<file path="src/inc/sadc_pkg.sv">
// Package of shared constants and carrier types for the serial converter port.
package sadc_pkg;

   // ---------------------------------------------------------------------
   // Register map
   // ---------------------------------------------------------------------
   typedef logic [7:0] sadc_addr_t;
   localparam sadc_addr_t SADC_PORT_OFS = 8'h00;
   localparam sadc_addr_t SADC_STAT_OFS = 8'h04;
   localparam sadc_addr_t SADC_ISTS_OFS = 8'h08;
   localparam sadc_addr_t SADC_IMSK_OFS = 8'h0c;
   localparam sadc_addr_t SADC_SDIV_OFS = 8'h10;
   localparam sadc_addr_t SADC_MDIV_OFS = 8'h14;

   // ---------------------------------------------------------------------
   // Field layout of the port register write side, plus the busy and end-of-transfer bits
   // ---------------------------------------------------------------------
   localparam int unsigned SADC_CFG_LSB = 0;
   localparam int unsigned SADC_CFG_MSB = 7;
   localparam int unsigned SADC_LEN_LSB = 8;
   localparam int unsigned SADC_LEN_MSB = 12;
   localparam int unsigned SADC_SMCK_BIT = 13;
   localparam int unsigned SADC_INIT_BIT = 14;
   localparam int unsigned SADC_RSVD_BIT = 15;
   localparam int unsigned SADC_BUSY_BIT = 0;
   localparam int unsigned SADC_EOT_BIT = 0;

   // ---------------------------------------------------------------------
   // Reset values and fixed codes
   // ---------------------------------------------------------------------
   localparam logic [15:0] SADC_CTRL_RST = 16'h0000;
   localparam logic [15:0] SADC_SDIV_RST = 16'h0004;
   localparam logic [15:0] SADC_MDIV_RST = 16'h0031;
   localparam logic [1:0] SADC_RESP_OKAY = 2'b00;
   localparam logic [1:0] SADC_RESP_SLVERR = 2'b10;

   // ---------------------------------------------------------------------
   // Carrier types
   // ---------------------------------------------------------------------
   typedef struct packed {
      logic awvalid;
      sadc_addr_t awaddr;
      logic wvalid;
      logic [31:0] wdata;
      logic [3:0] wstrb;
      logic bready;
      logic arvalid;
      sadc_addr_t araddr;
      logic rready;
   } sadc_axi_req_s;

   typedef struct packed {
      logic awready;
      logic wready;
      logic bvalid;
      logic [1:0] bresp;
      logic arready;
      logic rvalid;
      logic [31:0] rdata;
      logic [1:0] rresp;
   } sadc_axi_rsp_s;

   typedef struct packed {
      logic shift_clk;
      logic sync_pulse;
      logic serial_out;
      logic sample_clk;
   } sadc_link_s;

endpackage

</file>
<file path="src/rtl/sadc_sync2.sv">
// Two-stage synchroniser for one level from outside the clock domain.
`timescale 1ns/100ps
`default_nettype none
module sadc_sync2 (
   // Clock and reset
   input wire logic sys_clk_i,
   input wire logic nrst_i,
   // Level
   input wire logic d_i,
   output logic q_o
);
   logic meta_q;
   logic q_q;

   always_ff @(posedge sys_clk_i or negedge nrst_i) begin
      if (!nrst_i) begin
         meta_q <= 1'b0;
         q_q <= 1'b0;
      end else begin
         meta_q <= d_i;
         q_q <= meta_q;
      end
   end

   assign q_o = q_q;
endmodule
`default_nettype wire

</file>
<file path="src/rtl/sadc_tick_gen.sv">
// Programmable divider that pulses once every div_i plus one cycles.
`timescale 1ns/100ps
`default_nettype none
module sadc_tick_gen (
   // Clock and reset
   input wire logic sys_clk_i,
   input wire logic nrst_i,
   // Control
   input wire logic run_i,
   input wire logic [15:0] div_i,
   // Output
   output logic tick_o
);
   logic [15:0] cnt_q;
   logic [15:0] cnt_d;
   wire at_zero = (cnt_q == 16'h0000);

   // The counter restarts from the divisor whenever it is stopped.
   assign cnt_d = (!run_i || at_zero) ? div_i : cnt_q - 16'h0001;
   assign tick_o = run_i & at_zero;

   always_ff @(posedge sys_clk_i or negedge nrst_i) begin
      if (!nrst_i) begin
         cnt_q <= 16'h0000;
      end else begin
         cnt_q <= cnt_d;
      end
   end
endmodule
`default_nettype wire

</file>
<file path="src/rtl/sadc_top.sv">
// Serial converter port with its register bus slave and interrupt.
//
// Contract
// - Sixteen bit port register, write control, read data.
// - Transfer request serialises configuration byte out.
// - Shift clock starts by itself at programmed rate.
// - Synchronisation pulse at start of each transfer.
// - Sample converter input each shift clock, shift in.
// - Busy flag high throughout the data transfer.
// - Transfer completion raises end-of-transfer interrupt.
// - Reading port register clears end-of-transfer interrupt.
// - Read returns last sixteen bits shifted in.
// - Frame length field sets shift clock count.
// - Sample clock enable gives free-running sample clock.
// - Initiate bit set on write starts transfer; a write while busy starts none.
// - Low byte shifted out during started transfer.
// - Capture as many bits as frame length.
`timescale 1ns/100ps
`default_nettype none
module sadc_top (
   // Clock and reset
   input wire logic sys_clk_i,
   input wire logic nrst_i,
   // Register bus
   input wire sadc_pkg::sadc_axi_req_s axi_i,
   output sadc_pkg::sadc_axi_rsp_s axi_o,
   // Converter link
   input wire logic converter_serial_in_i,
   output sadc_pkg::sadc_link_s link_o,
   // Interrupt
   output logic irq_o
);
   import sadc_pkg::*;

   typedef enum logic [1:0] {
      SADC_IDLE,
      SADC_SYNC,
      SADC_HIGH,
      SADC_LOW
   } sadc_state_e;

   // ---------------------------------------------------------------------
   // Register bus slave
   // ---------------------------------------------------------------------
   logic aw_have_q;
   logic w_have_q;
   sadc_addr_t aw_addr_q;
   logic [31:0] w_data_q;
   logic [3:0] w_strb_q;
   logic bvalid_q;
   logic [1:0] bresp_q;
   logic rvalid_q;
   logic [31:0] rdata_q;
   logic [1:0] rresp_q;
   logic [31:0] rdata_d;
   logic rd_hit;

   wire awready = !aw_have_q && !bvalid_q;
   wire wready = !w_have_q && !bvalid_q;
   wire aw_take = axi_i.awvalid && awready;
   wire w_take = axi_i.wvalid && wready;
   wire wr_fire = aw_have_q && w_have_q && !bvalid_q;
   wire arready = !rvalid_q;
   wire rd_take = axi_i.arvalid && arready;

   wire wr_port = wr_fire && (aw_addr_q == SADC_PORT_OFS);
   wire wr_ists = wr_fire && (aw_addr_q == SADC_ISTS_OFS);
   wire wr_imsk = wr_fire && (aw_addr_q == SADC_IMSK_OFS);
   wire wr_sdiv = wr_fire && (aw_addr_q == SADC_SDIV_OFS);
   wire wr_mdiv = wr_fire && (aw_addr_q == SADC_MDIV_OFS);
   wire wr_stat = wr_fire && (aw_addr_q == SADC_STAT_OFS);
   wire wr_hit = wr_port | wr_ists | wr_imsk | wr_sdiv | wr_mdiv | wr_stat;
   wire rd_port = rd_take && (axi_i.araddr == SADC_PORT_OFS);

   // Byte lanes that are not strobed keep their old contents.
   function automatic logic [31:0] sadc_merge(input logic [31:0] old_v,
                                              input logic [31:0] new_v,
                                              input logic [3:0] strb);
      logic [31:0] res;
      res = old_v;
      for (int i = 0; i < 4; i++) begin
         if (strb[i]) begin
            res[i*8 +: 8] = new_v[i*8 +: 8];
         end
      end
      return res;
   endfunction

   always_ff @(posedge sys_clk_i or negedge nrst_i) begin
      if (!nrst_i) begin
         aw_have_q <= 1'b0;
         aw_addr_q <= '0;
      end else if (aw_take) begin
         aw_have_q <= 1'b1;
         aw_addr_q <= axi_i.awaddr;
      end else if (wr_fire) begin
         aw_have_q <= 1'b0;
      end
   end

   always_ff @(posedge sys_clk_i or negedge nrst_i) begin
      if (!nrst_i) begin
         w_have_q <= 1'b0;
         w_data_q <= '0;
         w_strb_q <= '0;
      end else if (w_take) begin
         w_have_q <= 1'b1;
         w_data_q <= axi_i.wdata;
         w_strb_q <= axi_i.wstrb;
      end else if (wr_fire) begin
         w_have_q <= 1'b0;
      end
   end

   always_ff @(posedge sys_clk_i or negedge nrst_i) begin
      if (!nrst_i) begin
         bvalid_q <= 1'b0;
         bresp_q <= SADC_RESP_OKAY;
      end else if (wr_fire) begin
         bvalid_q <= 1'b1;
         bresp_q <= wr_hit ? SADC_RESP_OKAY : SADC_RESP_SLVERR;
      end else if (axi_i.bready) begin
         bvalid_q <= 1'b0;
      end
   end

   always_ff @(posedge sys_clk_i or negedge nrst_i) begin
      if (!nrst_i) begin
         rvalid_q <= 1'b0;
         rdata_q <= '0;
         rresp_q <= SADC_RESP_OKAY;
      end else if (rd_take) begin
         rvalid_q <= 1'b1;
         rdata_q <= rdata_d;
         rresp_q <= rd_hit ? SADC_RESP_OKAY : SADC_RESP_SLVERR;
      end else if (axi_i.rready) begin
         rvalid_q <= 1'b0;
      end
   end

   // ---------------------------------------------------------------------
   // Control and interrupt registers
   // ---------------------------------------------------------------------
   logic [15:0] ctrl_q;
   logic [15:0] sdiv_q;
   logic [15:0] mdiv_q;
   logic eot_sts_q;
   logic eot_msk_q;
   logic [15:0] shift_q;
   sadc_state_e state_q;
   logic xfer_done;

   wire [31:0] port_new = sadc_merge({16'h0000, ctrl_q}, w_data_q, w_strb_q);
   wire [31:0] sdiv_new = sadc_merge({16'h0000, sdiv_q}, w_data_q, w_strb_q);
   wire [31:0] mdiv_new = sadc_merge({16'h0000, mdiv_q}, w_data_q, w_strb_q);
   wire init_req = port_new[SADC_INIT_BIT];
   wire busy = (state_q != SADC_IDLE);
   wire [4:0] frame_len = ctrl_q[SADC_LEN_MSB:SADC_LEN_LSB];
   wire smck_en = ctrl_q[SADC_SMCK_BIT];
   wire [7:0] cfg_byte = ctrl_q[SADC_CFG_MSB:SADC_CFG_LSB];
   wire start = wr_port && init_req && !busy;
   wire eot_clr = rd_port || (wr_ists && w_strb_q[0] &&
                              w_data_q[SADC_EOT_BIT]);

   // The initiate and reserved bits are never stored.
   wire [15:0] ctrl_d = {2'b00, port_new[SADC_SMCK_BIT:SADC_CFG_LSB]};

   always_ff @(posedge sys_clk_i or negedge nrst_i) begin
      if (!nrst_i) begin
         ctrl_q <= SADC_CTRL_RST;
      end else if (wr_port) begin
         ctrl_q <= ctrl_d;
      end
   end

   always_ff @(posedge sys_clk_i or negedge nrst_i) begin
      if (!nrst_i) begin
         sdiv_q <= SADC_SDIV_RST;
         mdiv_q <= SADC_MDIV_RST;
         eot_msk_q <= 1'b0;
      end else begin
         if (wr_sdiv) sdiv_q <= sdiv_new[15:0];
         if (wr_mdiv) mdiv_q <= mdiv_new[15:0];
         if (wr_imsk && w_strb_q[0]) eot_msk_q <= w_data_q[SADC_EOT_BIT];
      end
   end

   // A completion in the cycle of a clear keeps the flag set.
   always_ff @(posedge sys_clk_i or negedge nrst_i) begin
      if (!nrst_i) begin
         eot_sts_q <= 1'b0;
      end else if (xfer_done) begin
         eot_sts_q <= 1'b1;
      end else if (eot_clr) begin
         eot_sts_q <= 1'b0;
      end
   end

   assign irq_o = eot_sts_q & eot_msk_q;

   assign rd_hit = (axi_i.araddr == SADC_PORT_OFS) ||
                   (axi_i.araddr == SADC_STAT_OFS) ||
                   (axi_i.araddr == SADC_ISTS_OFS) ||
                   (axi_i.araddr == SADC_IMSK_OFS) ||
                   (axi_i.araddr == SADC_SDIV_OFS) ||
                   (axi_i.araddr == SADC_MDIV_OFS);

   always_comb begin
      rdata_d = 32'h0000_0000;
      case (axi_i.araddr)
         SADC_PORT_OFS: rdata_d[15:0] = shift_q;
         SADC_STAT_OFS: rdata_d[SADC_BUSY_BIT] = busy;
         SADC_ISTS_OFS: rdata_d[SADC_EOT_BIT] = eot_sts_q;
         SADC_IMSK_OFS: rdata_d[SADC_EOT_BIT] = eot_msk_q;
         SADC_SDIV_OFS: rdata_d[15:0] = sdiv_q;
         SADC_MDIV_OFS: rdata_d[15:0] = mdiv_q;
         default: rdata_d = 32'h0000_0000;
      endcase
   end

   assign axi_o.awready = awready;
   assign axi_o.wready = wready;
   assign axi_o.bvalid = bvalid_q;
   assign axi_o.bresp = bresp_q;
   assign axi_o.arready = arready;
   assign axi_o.rvalid = rvalid_q;
   assign axi_o.rdata = rdata_q;
   assign axi_o.rresp = rresp_q;

   // ---------------------------------------------------------------------
   // Shift engine
   // ---------------------------------------------------------------------
   logic adc_in_s;
   logic shift_tick;
   sadc_state_e state_d;
   logic [4:0] bit_cnt_q;
   logic [4:0] bit_cnt_d;
   logic [7:0] tx_q;
   logic [7:0] tx_d;
   logic [15:0] shift_d;
   logic sclk_q;
   logic sclk_d;
   logic sync_q;
   logic sync_d;
   logic sdo_q;
   logic sdo_d;

   sadc_sync2 u_adc_sync (
      .sys_clk_i(sys_clk_i),
      .nrst_i(nrst_i),
      .d_i(converter_serial_in_i),
      .q_o(adc_in_s)
   );

   sadc_tick_gen u_shift_div (
      .sys_clk_i(sys_clk_i),
      .nrst_i(nrst_i),
      .run_i(busy),
      .div_i(sdiv_q),
      .tick_o(shift_tick)
   );

   wire last_clk = (bit_cnt_q == frame_len);
   wire [15:0] shift_in = {shift_q[14:0], adc_in_s};

   assign xfer_done = shift_tick &&
                      (((state_q == SADC_SYNC) && (frame_len == 5'h00)) ||
                       ((state_q == SADC_HIGH) && last_clk));

   always_comb begin
      state_d = state_q;
      bit_cnt_d = bit_cnt_q;
      tx_d = tx_q;
      shift_d = shift_q;
      sclk_d = sclk_q;
      sync_d = sync_q;
      sdo_d = sdo_q;
      case (state_q)
         SADC_IDLE: begin
            if (start) begin
               state_d = SADC_SYNC;
               sync_d = 1'b1;
               sdo_d = port_new[SADC_CFG_MSB];
               tx_d = {port_new[SADC_CFG_MSB-1:SADC_CFG_LSB], 1'b0};
               bit_cnt_d = 5'h00;
               sclk_d = 1'b0;
            end
         end
         SADC_SYNC: begin
            if (shift_tick) begin
               sync_d = 1'b0;
               if (frame_len == 5'h00) begin
                  state_d = SADC_IDLE;
               end else begin
                  state_d = SADC_HIGH;
                  sclk_d = 1'b1;
                  bit_cnt_d = bit_cnt_q + 5'h01;
                  shift_d = shift_in;
               end
            end
         end
         SADC_HIGH: begin
            if (shift_tick) begin
               sclk_d = 1'b0;
               if (last_clk) begin
                  state_d = SADC_IDLE;
                  sdo_d = 1'b0;
               end else begin
                  state_d = SADC_LOW;
                  sdo_d = tx_q[7];
                  tx_d = {tx_q[6:0], 1'b0};
               end
            end
         end
         SADC_LOW: begin
            if (shift_tick) begin
               state_d = SADC_HIGH;
               sclk_d = 1'b1;
               bit_cnt_d = bit_cnt_q + 5'h01;
               shift_d = shift_in;
            end
         end
         default: begin
            state_d = SADC_IDLE;
         end
      endcase
   end

   always_ff @(posedge sys_clk_i or negedge nrst_i) begin
      if (!nrst_i) begin
         state_q <= SADC_IDLE;
         bit_cnt_q <= 5'h00;
         tx_q <= 8'h00;
         shift_q <= 16'h0000;
      end else begin
         state_q <= state_d;
         bit_cnt_q <= bit_cnt_d;
         tx_q <= tx_d;
         shift_q <= shift_d;
      end
   end

   always_ff @(posedge sys_clk_i or negedge nrst_i) begin
      if (!nrst_i) begin
         sclk_q <= 1'b0;
         sync_q <= 1'b0;
         sdo_q <= 1'b0;
      end else begin
         sclk_q <= sclk_d;
         sync_q <= sync_d;
         sdo_q <= sdo_d;
      end
   end

   // ---------------------------------------------------------------------
   // Free-running sample clock
   // ---------------------------------------------------------------------
   logic smp_tick;
   logic smp_q;

   sadc_tick_gen u_smp_div (
      .sys_clk_i(sys_clk_i),
      .nrst_i(nrst_i),
      .run_i(smck_en),
      .div_i(mdiv_q),
      .tick_o(smp_tick)
   );

   always_ff @(posedge sys_clk_i or negedge nrst_i) begin
      if (!nrst_i) begin
         smp_q <= 1'b0;
      end else if (!smck_en) begin
         smp_q <= 1'b0;
      end else if (smp_tick) begin
         smp_q <= !smp_q;
      end
   end

   assign link_o.shift_clk = sclk_q;
   assign link_o.sync_pulse = sync_q;
   assign link_o.serial_out = sdo_q;
   assign link_o.sample_clk = smp_q;

   // ---------------------------------------------------------------------
   // Assertions
   // ---------------------------------------------------------------------
   logic [5:0] rise_cnt_q;

   always_ff @(posedge sys_clk_i or negedge nrst_i) begin
      if (!nrst_i) begin
         rise_cnt_q <= 6'h00;
      end else if (start) begin
         rise_cnt_q <= 6'h00;
      end else if (sclk_d && !sclk_q) begin
         rise_cnt_q <= rise_cnt_q + 6'h01;
      end
   end
endmodule
`default_nettype wire
</file>
<file path="config.mk">
export PLATFORM = sky130hd
export DESIGN_NAME = sadc_top
export DESIGN_NICKNAME = d
export VERILOG_FILES = /design/src/inc/sadc_pkg.sv /design/src/rtl/sadc_sync2.sv /design/src/rtl/sadc_tick_gen.sv /design/src/rtl/sadc_top.sv
export SDC_FILE = /design/constraint.sdc
export NUM_CORES = 1
export LEC_CHECK = 0
export ABC_AREA = 1
export BUFFER_PORTS_ARGS = -buffer_cell sky130_fd_sc_hd__buf_2
export CORE_AREA = 8 8 140 142
export CTS_CLUSTER_SIZE = 20
export DETAILED_ROUTE_END_ITERATION = 16
export DIE_AREA = 0 0 148 150
export PLACE_DENSITY = 0.67
export SLEW_MARGIN = 15
export SYNTH_ARGS = -nofsm -noshare
export SYNTH_HDL_FRONTEND = slang
export SYNTH_HIERARCHICAL = 1
export SYNTH_SLANG_ARGS = --single-unit
</file>
<file path="constraint.sdc">
create_clock -name sys_clk_i -period 2.5 [get_ports sys_clk_i]
set_input_delay 0.375 -clock sys_clk_i [delete_from_list [all_inputs] [get_ports sys_clk_i]]
set_output_delay 0.375 -clock sys_clk_i [all_outputs]
set_load 0.02 [all_outputs]
</file>
==> impl_summary.log <==
[metrics] xor-xnor portion of the synthesized cell area: 0.0123
[metrics] clock latency on the worst-skew pair: 0.43 ns
[metrics] Avg Synthesized Cell Area: 7.74 µm²
[metrics] Vias per Instance: 4.90
[metrics] Worst Clk Skew: 0.00943 ns
[metrics] Via Count: 6,914
[metrics] CP max FO: 9
[metrics] outcome: completed
[metrics] number of max-slew violations in the final report: 0
[metrics] final routed DRC violation total: 0
[metrics] highest layer used for signal routing: met4
[metrics] commonest non-fill, non-tap cell in the layout: sky130_fd_sc_hd__nand2_1
[metrics] Setup Viol. Count Final: 0
[metrics] Period Utilization, post-route: 0.869
[metrics] DR WL met3: 942 µm
[metrics] sequential area share after synthesis: 0.481
[metrics] Critical Path Sink Type: register
[metrics] row count: 49
[metrics] Max Root-Sink Buffers: 2
[metrics] total power draw: 7.49 mW
[metrics] antenna violations before repair: 0
[metrics] Clock Sinks: 164
[metrics] Std-Cell Core Area: 17,500 µm²
[metrics] worst path arrival time: 2.49 ns
[metrics] Clock Tree Root: sky130_fd_sc_hd__clkbuf_16
[metrics] Antenna diodes: 0
[metrics] first-pass GRT wire length: 33,000 µm
[metrics] maximum number of pins on one net before global-route repair: 52
[metrics] violation count after the first detailed-route iteration: 456
[metrics] most frequent cells in the layout: sky130_fd_sc_hd__nand2_1, sky130_fd_sc_hd__dfrtp_1, sky130_fd_sc_hd__nor2_1, sky130_fd_sc_hd__inv_1, sky130_fd_sc_hd__nand3_1
[metrics] Metal-1 WL: 8990 µm
[metrics] total overflow reported by the global router: 0
[metrics] number of library cell types mapped by synthesis: 38
[metrics] type of the tightest min-delay check: input port to register
[metrics] crit path time final: 2.17 ns
[metrics] share of layout cells above drive strength 1: 0.160
[metrics] ratio of total power to cell area: 784 nW/µm²
[metrics] # fillers: 1,691
[metrics] number of top-level pins: 106
[metrics] met2 wire len: 9810 µm
[metrics] highest attainable clock frequency: 460 MHz
[metrics] number of standard cells after synthesis: 1,103
[metrics] unrepaired setup endpoints after global routing: false
[metrics] total routing resource utilization after global routing: 0.186
[metrics] post-CTS clock slew at the launch and capture registers of the worst setup and hold paths: 0.06 ns
[metrics] y dimension of the die: 150 µm
[metrics] share of the synthesized area in compound gates (AO/OA/AOI/OAI): 0.0525
[metrics] via count of the first global-routing pass: 6,708
[metrics] effective utilization at floorplan: 0.487
[metrics] Simple-Gate Fraction of Synth Area: 0.356
[metrics] number of buffers inserted during clock tree synthesis: 17
[metrics] final weighted congestion in routability-driven placement: 0.881
[metrics] cell type with the largest total area after synthesis: sky130_fd_sc_hd__dfrtp_1
[metrics] worst-case setup slack after placement: 0.305 ns
[metrics] leakage: 5.36 nW
[metrics] post-route ant nets: 0
[metrics] Routed WL: 20,000 µm
[metrics] Pre-antenna DRT Iters: 6
[metrics] average routed wire per standard cell: 14.2 µm
[metrics] Max-Slew Margin vs Limit: 0.466
[metrics] HPWL reported at the end of detailed placement: 14,900 µm
[metrics] number of warnings printed during yosys synthesis: 6
[metrics] share of synthesized area spent on multiplexers: 0.00528
[metrics] Worst VDD drop: 0.568 mV
[metrics] register bit total from synthesis: 164
[metrics] I/O Buffers: 69
[metrics] Clock H-tree levels: 4
[metrics] max-cap violations: 0
[metrics] portion of synthesized cell area occupied by the leading cell type: 0.469
[metrics] Final nets: 1,231
[metrics] required time at the endpoint of the critical path: 2.81 ns
[metrics] critical setup path kind: register to register
[metrics] Core Util, Final: 0.545
[metrics] post-synthesis adder-cell area fraction: 0.00440
[metrics] Die ar.: 22,200 µm²
[metrics] TritonCTS clock tree: built
[metrics] dominant combinational cell family by area after synthesis: simple AND/OR/NAND/NOR gates
[metrics] final hold violation count: 0
[metrics] DIE WIDTH: 148 µm
[metrics] startpoint type of the worst setup path: register
[metrics] Setup Buffers After CTS: 0
[metrics] area delta synth->final: 11.9%
[metrics] Final TNS setup: 0 ns
[metrics] Slew @ Worst Pin: 0.800 ns
[metrics] top cells by area in the synthesized netlist: sky130_fd_sc_hd__dfrtp_1, sky130_fd_sc_hd__nand2_1, sky130_fd_sc_hd__nand3_1
[metrics] smallest setup slack after layout: 0.328 ns
[metrics] area of the mapped netlist: 8540 µm²
-- report_power, final --
part           total [mW]  leakage [nW]  internal (mW)  switching [mW]
clock network        2.58         0.279           1.54            1.04
registers            3.17          2.18           2.95           0.227
logic                1.74          2.90          0.565            1.17
-- state kept, by name (all words and copies together) (netlist names), 8 cells and up --
register           flops
ctrl_q                14
u_shift_div/cnt_q     16
w_data_q              16
rdata_q               16
u_smp_div/cnt_q       16
mdiv_q                16
aw_addr_q              8
sdiv_q                16
shift_q               16
-- cells in the mapped netlist, drive strengths merged --
cell    count
dfstp       4
mux2        4
conb        1
nand3      84
a21oi      27
buf        48
nand3b      2
o21ai      52
clkinv      1
xor2        8
o31ai       2
xnor2       4
ha          3
dfrtp     160
nor3        2
nor2      102
nand4      18
nand2     482
or2         2
inv        87
clkbuf     10
-- critical path, cell delays in order (launching register included) --
cell	delay, ns
sky130_fd_sc_hd__dfrtp_1	0.40
sky130_fd_sc_hd__inv_1	0.12
sky130_fd_sc_hd__ha_1	0.30
sky130_fd_sc_hd__nand2_4	0.12
sky130_fd_sc_hd__nor2_8	0.16
sky130_fd_sc_hd__nand2_4	0.07
sky130_fd_sc_hd__nor2_1	0.15
sky130_fd_sc_hd__buf_4	0.15
sky130_fd_sc_hd__nand2_1	0.09
sky130_fd_sc_hd__nand2_2	0.20
sky130_fd_sc_hd__nand2_2	0.15
sky130_fd_sc_hd__nand2_1	0.09
sky130_fd_sc_hd__nand2_1	0.05
-- metal layers --
layer  GRT usage  vias up
met5           0        -
met4      0.0551        0
met3      0.0402       13
met2       0.317      139
met1       0.234     3222
li1            -     3540
-- per-stage QoR --
stage	area [µm²]	hold WS [ns]	instances
2_1_floorplan	8600	0.0794	1120
3_3_place_gp	8960	0.332	1377
3_5_place_dp	8960	0.344	1377
4_1_cts	9550	0.0553	1410
5_1_grt	9550	0.0527	1410
6_report	9550	0.0678	1410
-- kinds of logic (layout without fill, tap and decap cells) --
logic type      after synthesis  count (layout)
simple gates                692             692
xor+xnor                     12              12
other cells                   1              18
flops                       164             164
mux                           4               4
fa+ha+maj                     3               3
buf+inv                     146             207
compound gates               81              81
-- repair_timing --
item / in CTS / in global routing
resized for setup: 0 / 0
endpoints found under the hold margin: 47 / 0
hold buffers: 1 / 0
-- worst paths after layout --
| path | startpoint | slack [ns] | cells after the start | to |
|---|---|---|---|---|
| setup / recovery | u_shift_div/cnt_q[0] | 0.33 | 12 | tx_q[3] |
| hold reg to reg | u_adc_sync/meta_q | 0.35 | 0 | u_adc_sync/q_o |
| max in group asynchronous | nrst_i | 1.29 | 3 | rdata_q[7] |
| hold / removal | converter_serial_in_i | 0.07 | 1 | u_adc_sync/meta_q |
| setup reg to reg | u_shift_div/cnt_q[0] | 0.33 | 12 | tx_q[3] |
| min in group asynchronous | nrst_i | 0.46 | 2 | sdiv_q[10] |
-- layout make-up --
type / instances / area, µm² / area share
clock buffer: 23 / 478 / 0.0500
tap: 229 / 287 / 0.0300
sequential: 164 / 4110 / 0.430
multi-input combinational: 810 / 3750 / 0.392
clock inverter: 9 / 103 / 0.0107
inverter: 88 / 330 / 0.0346
timing repair buffer: 87 / 502 / 0.0525
Power figures use the tool's default switching activity.
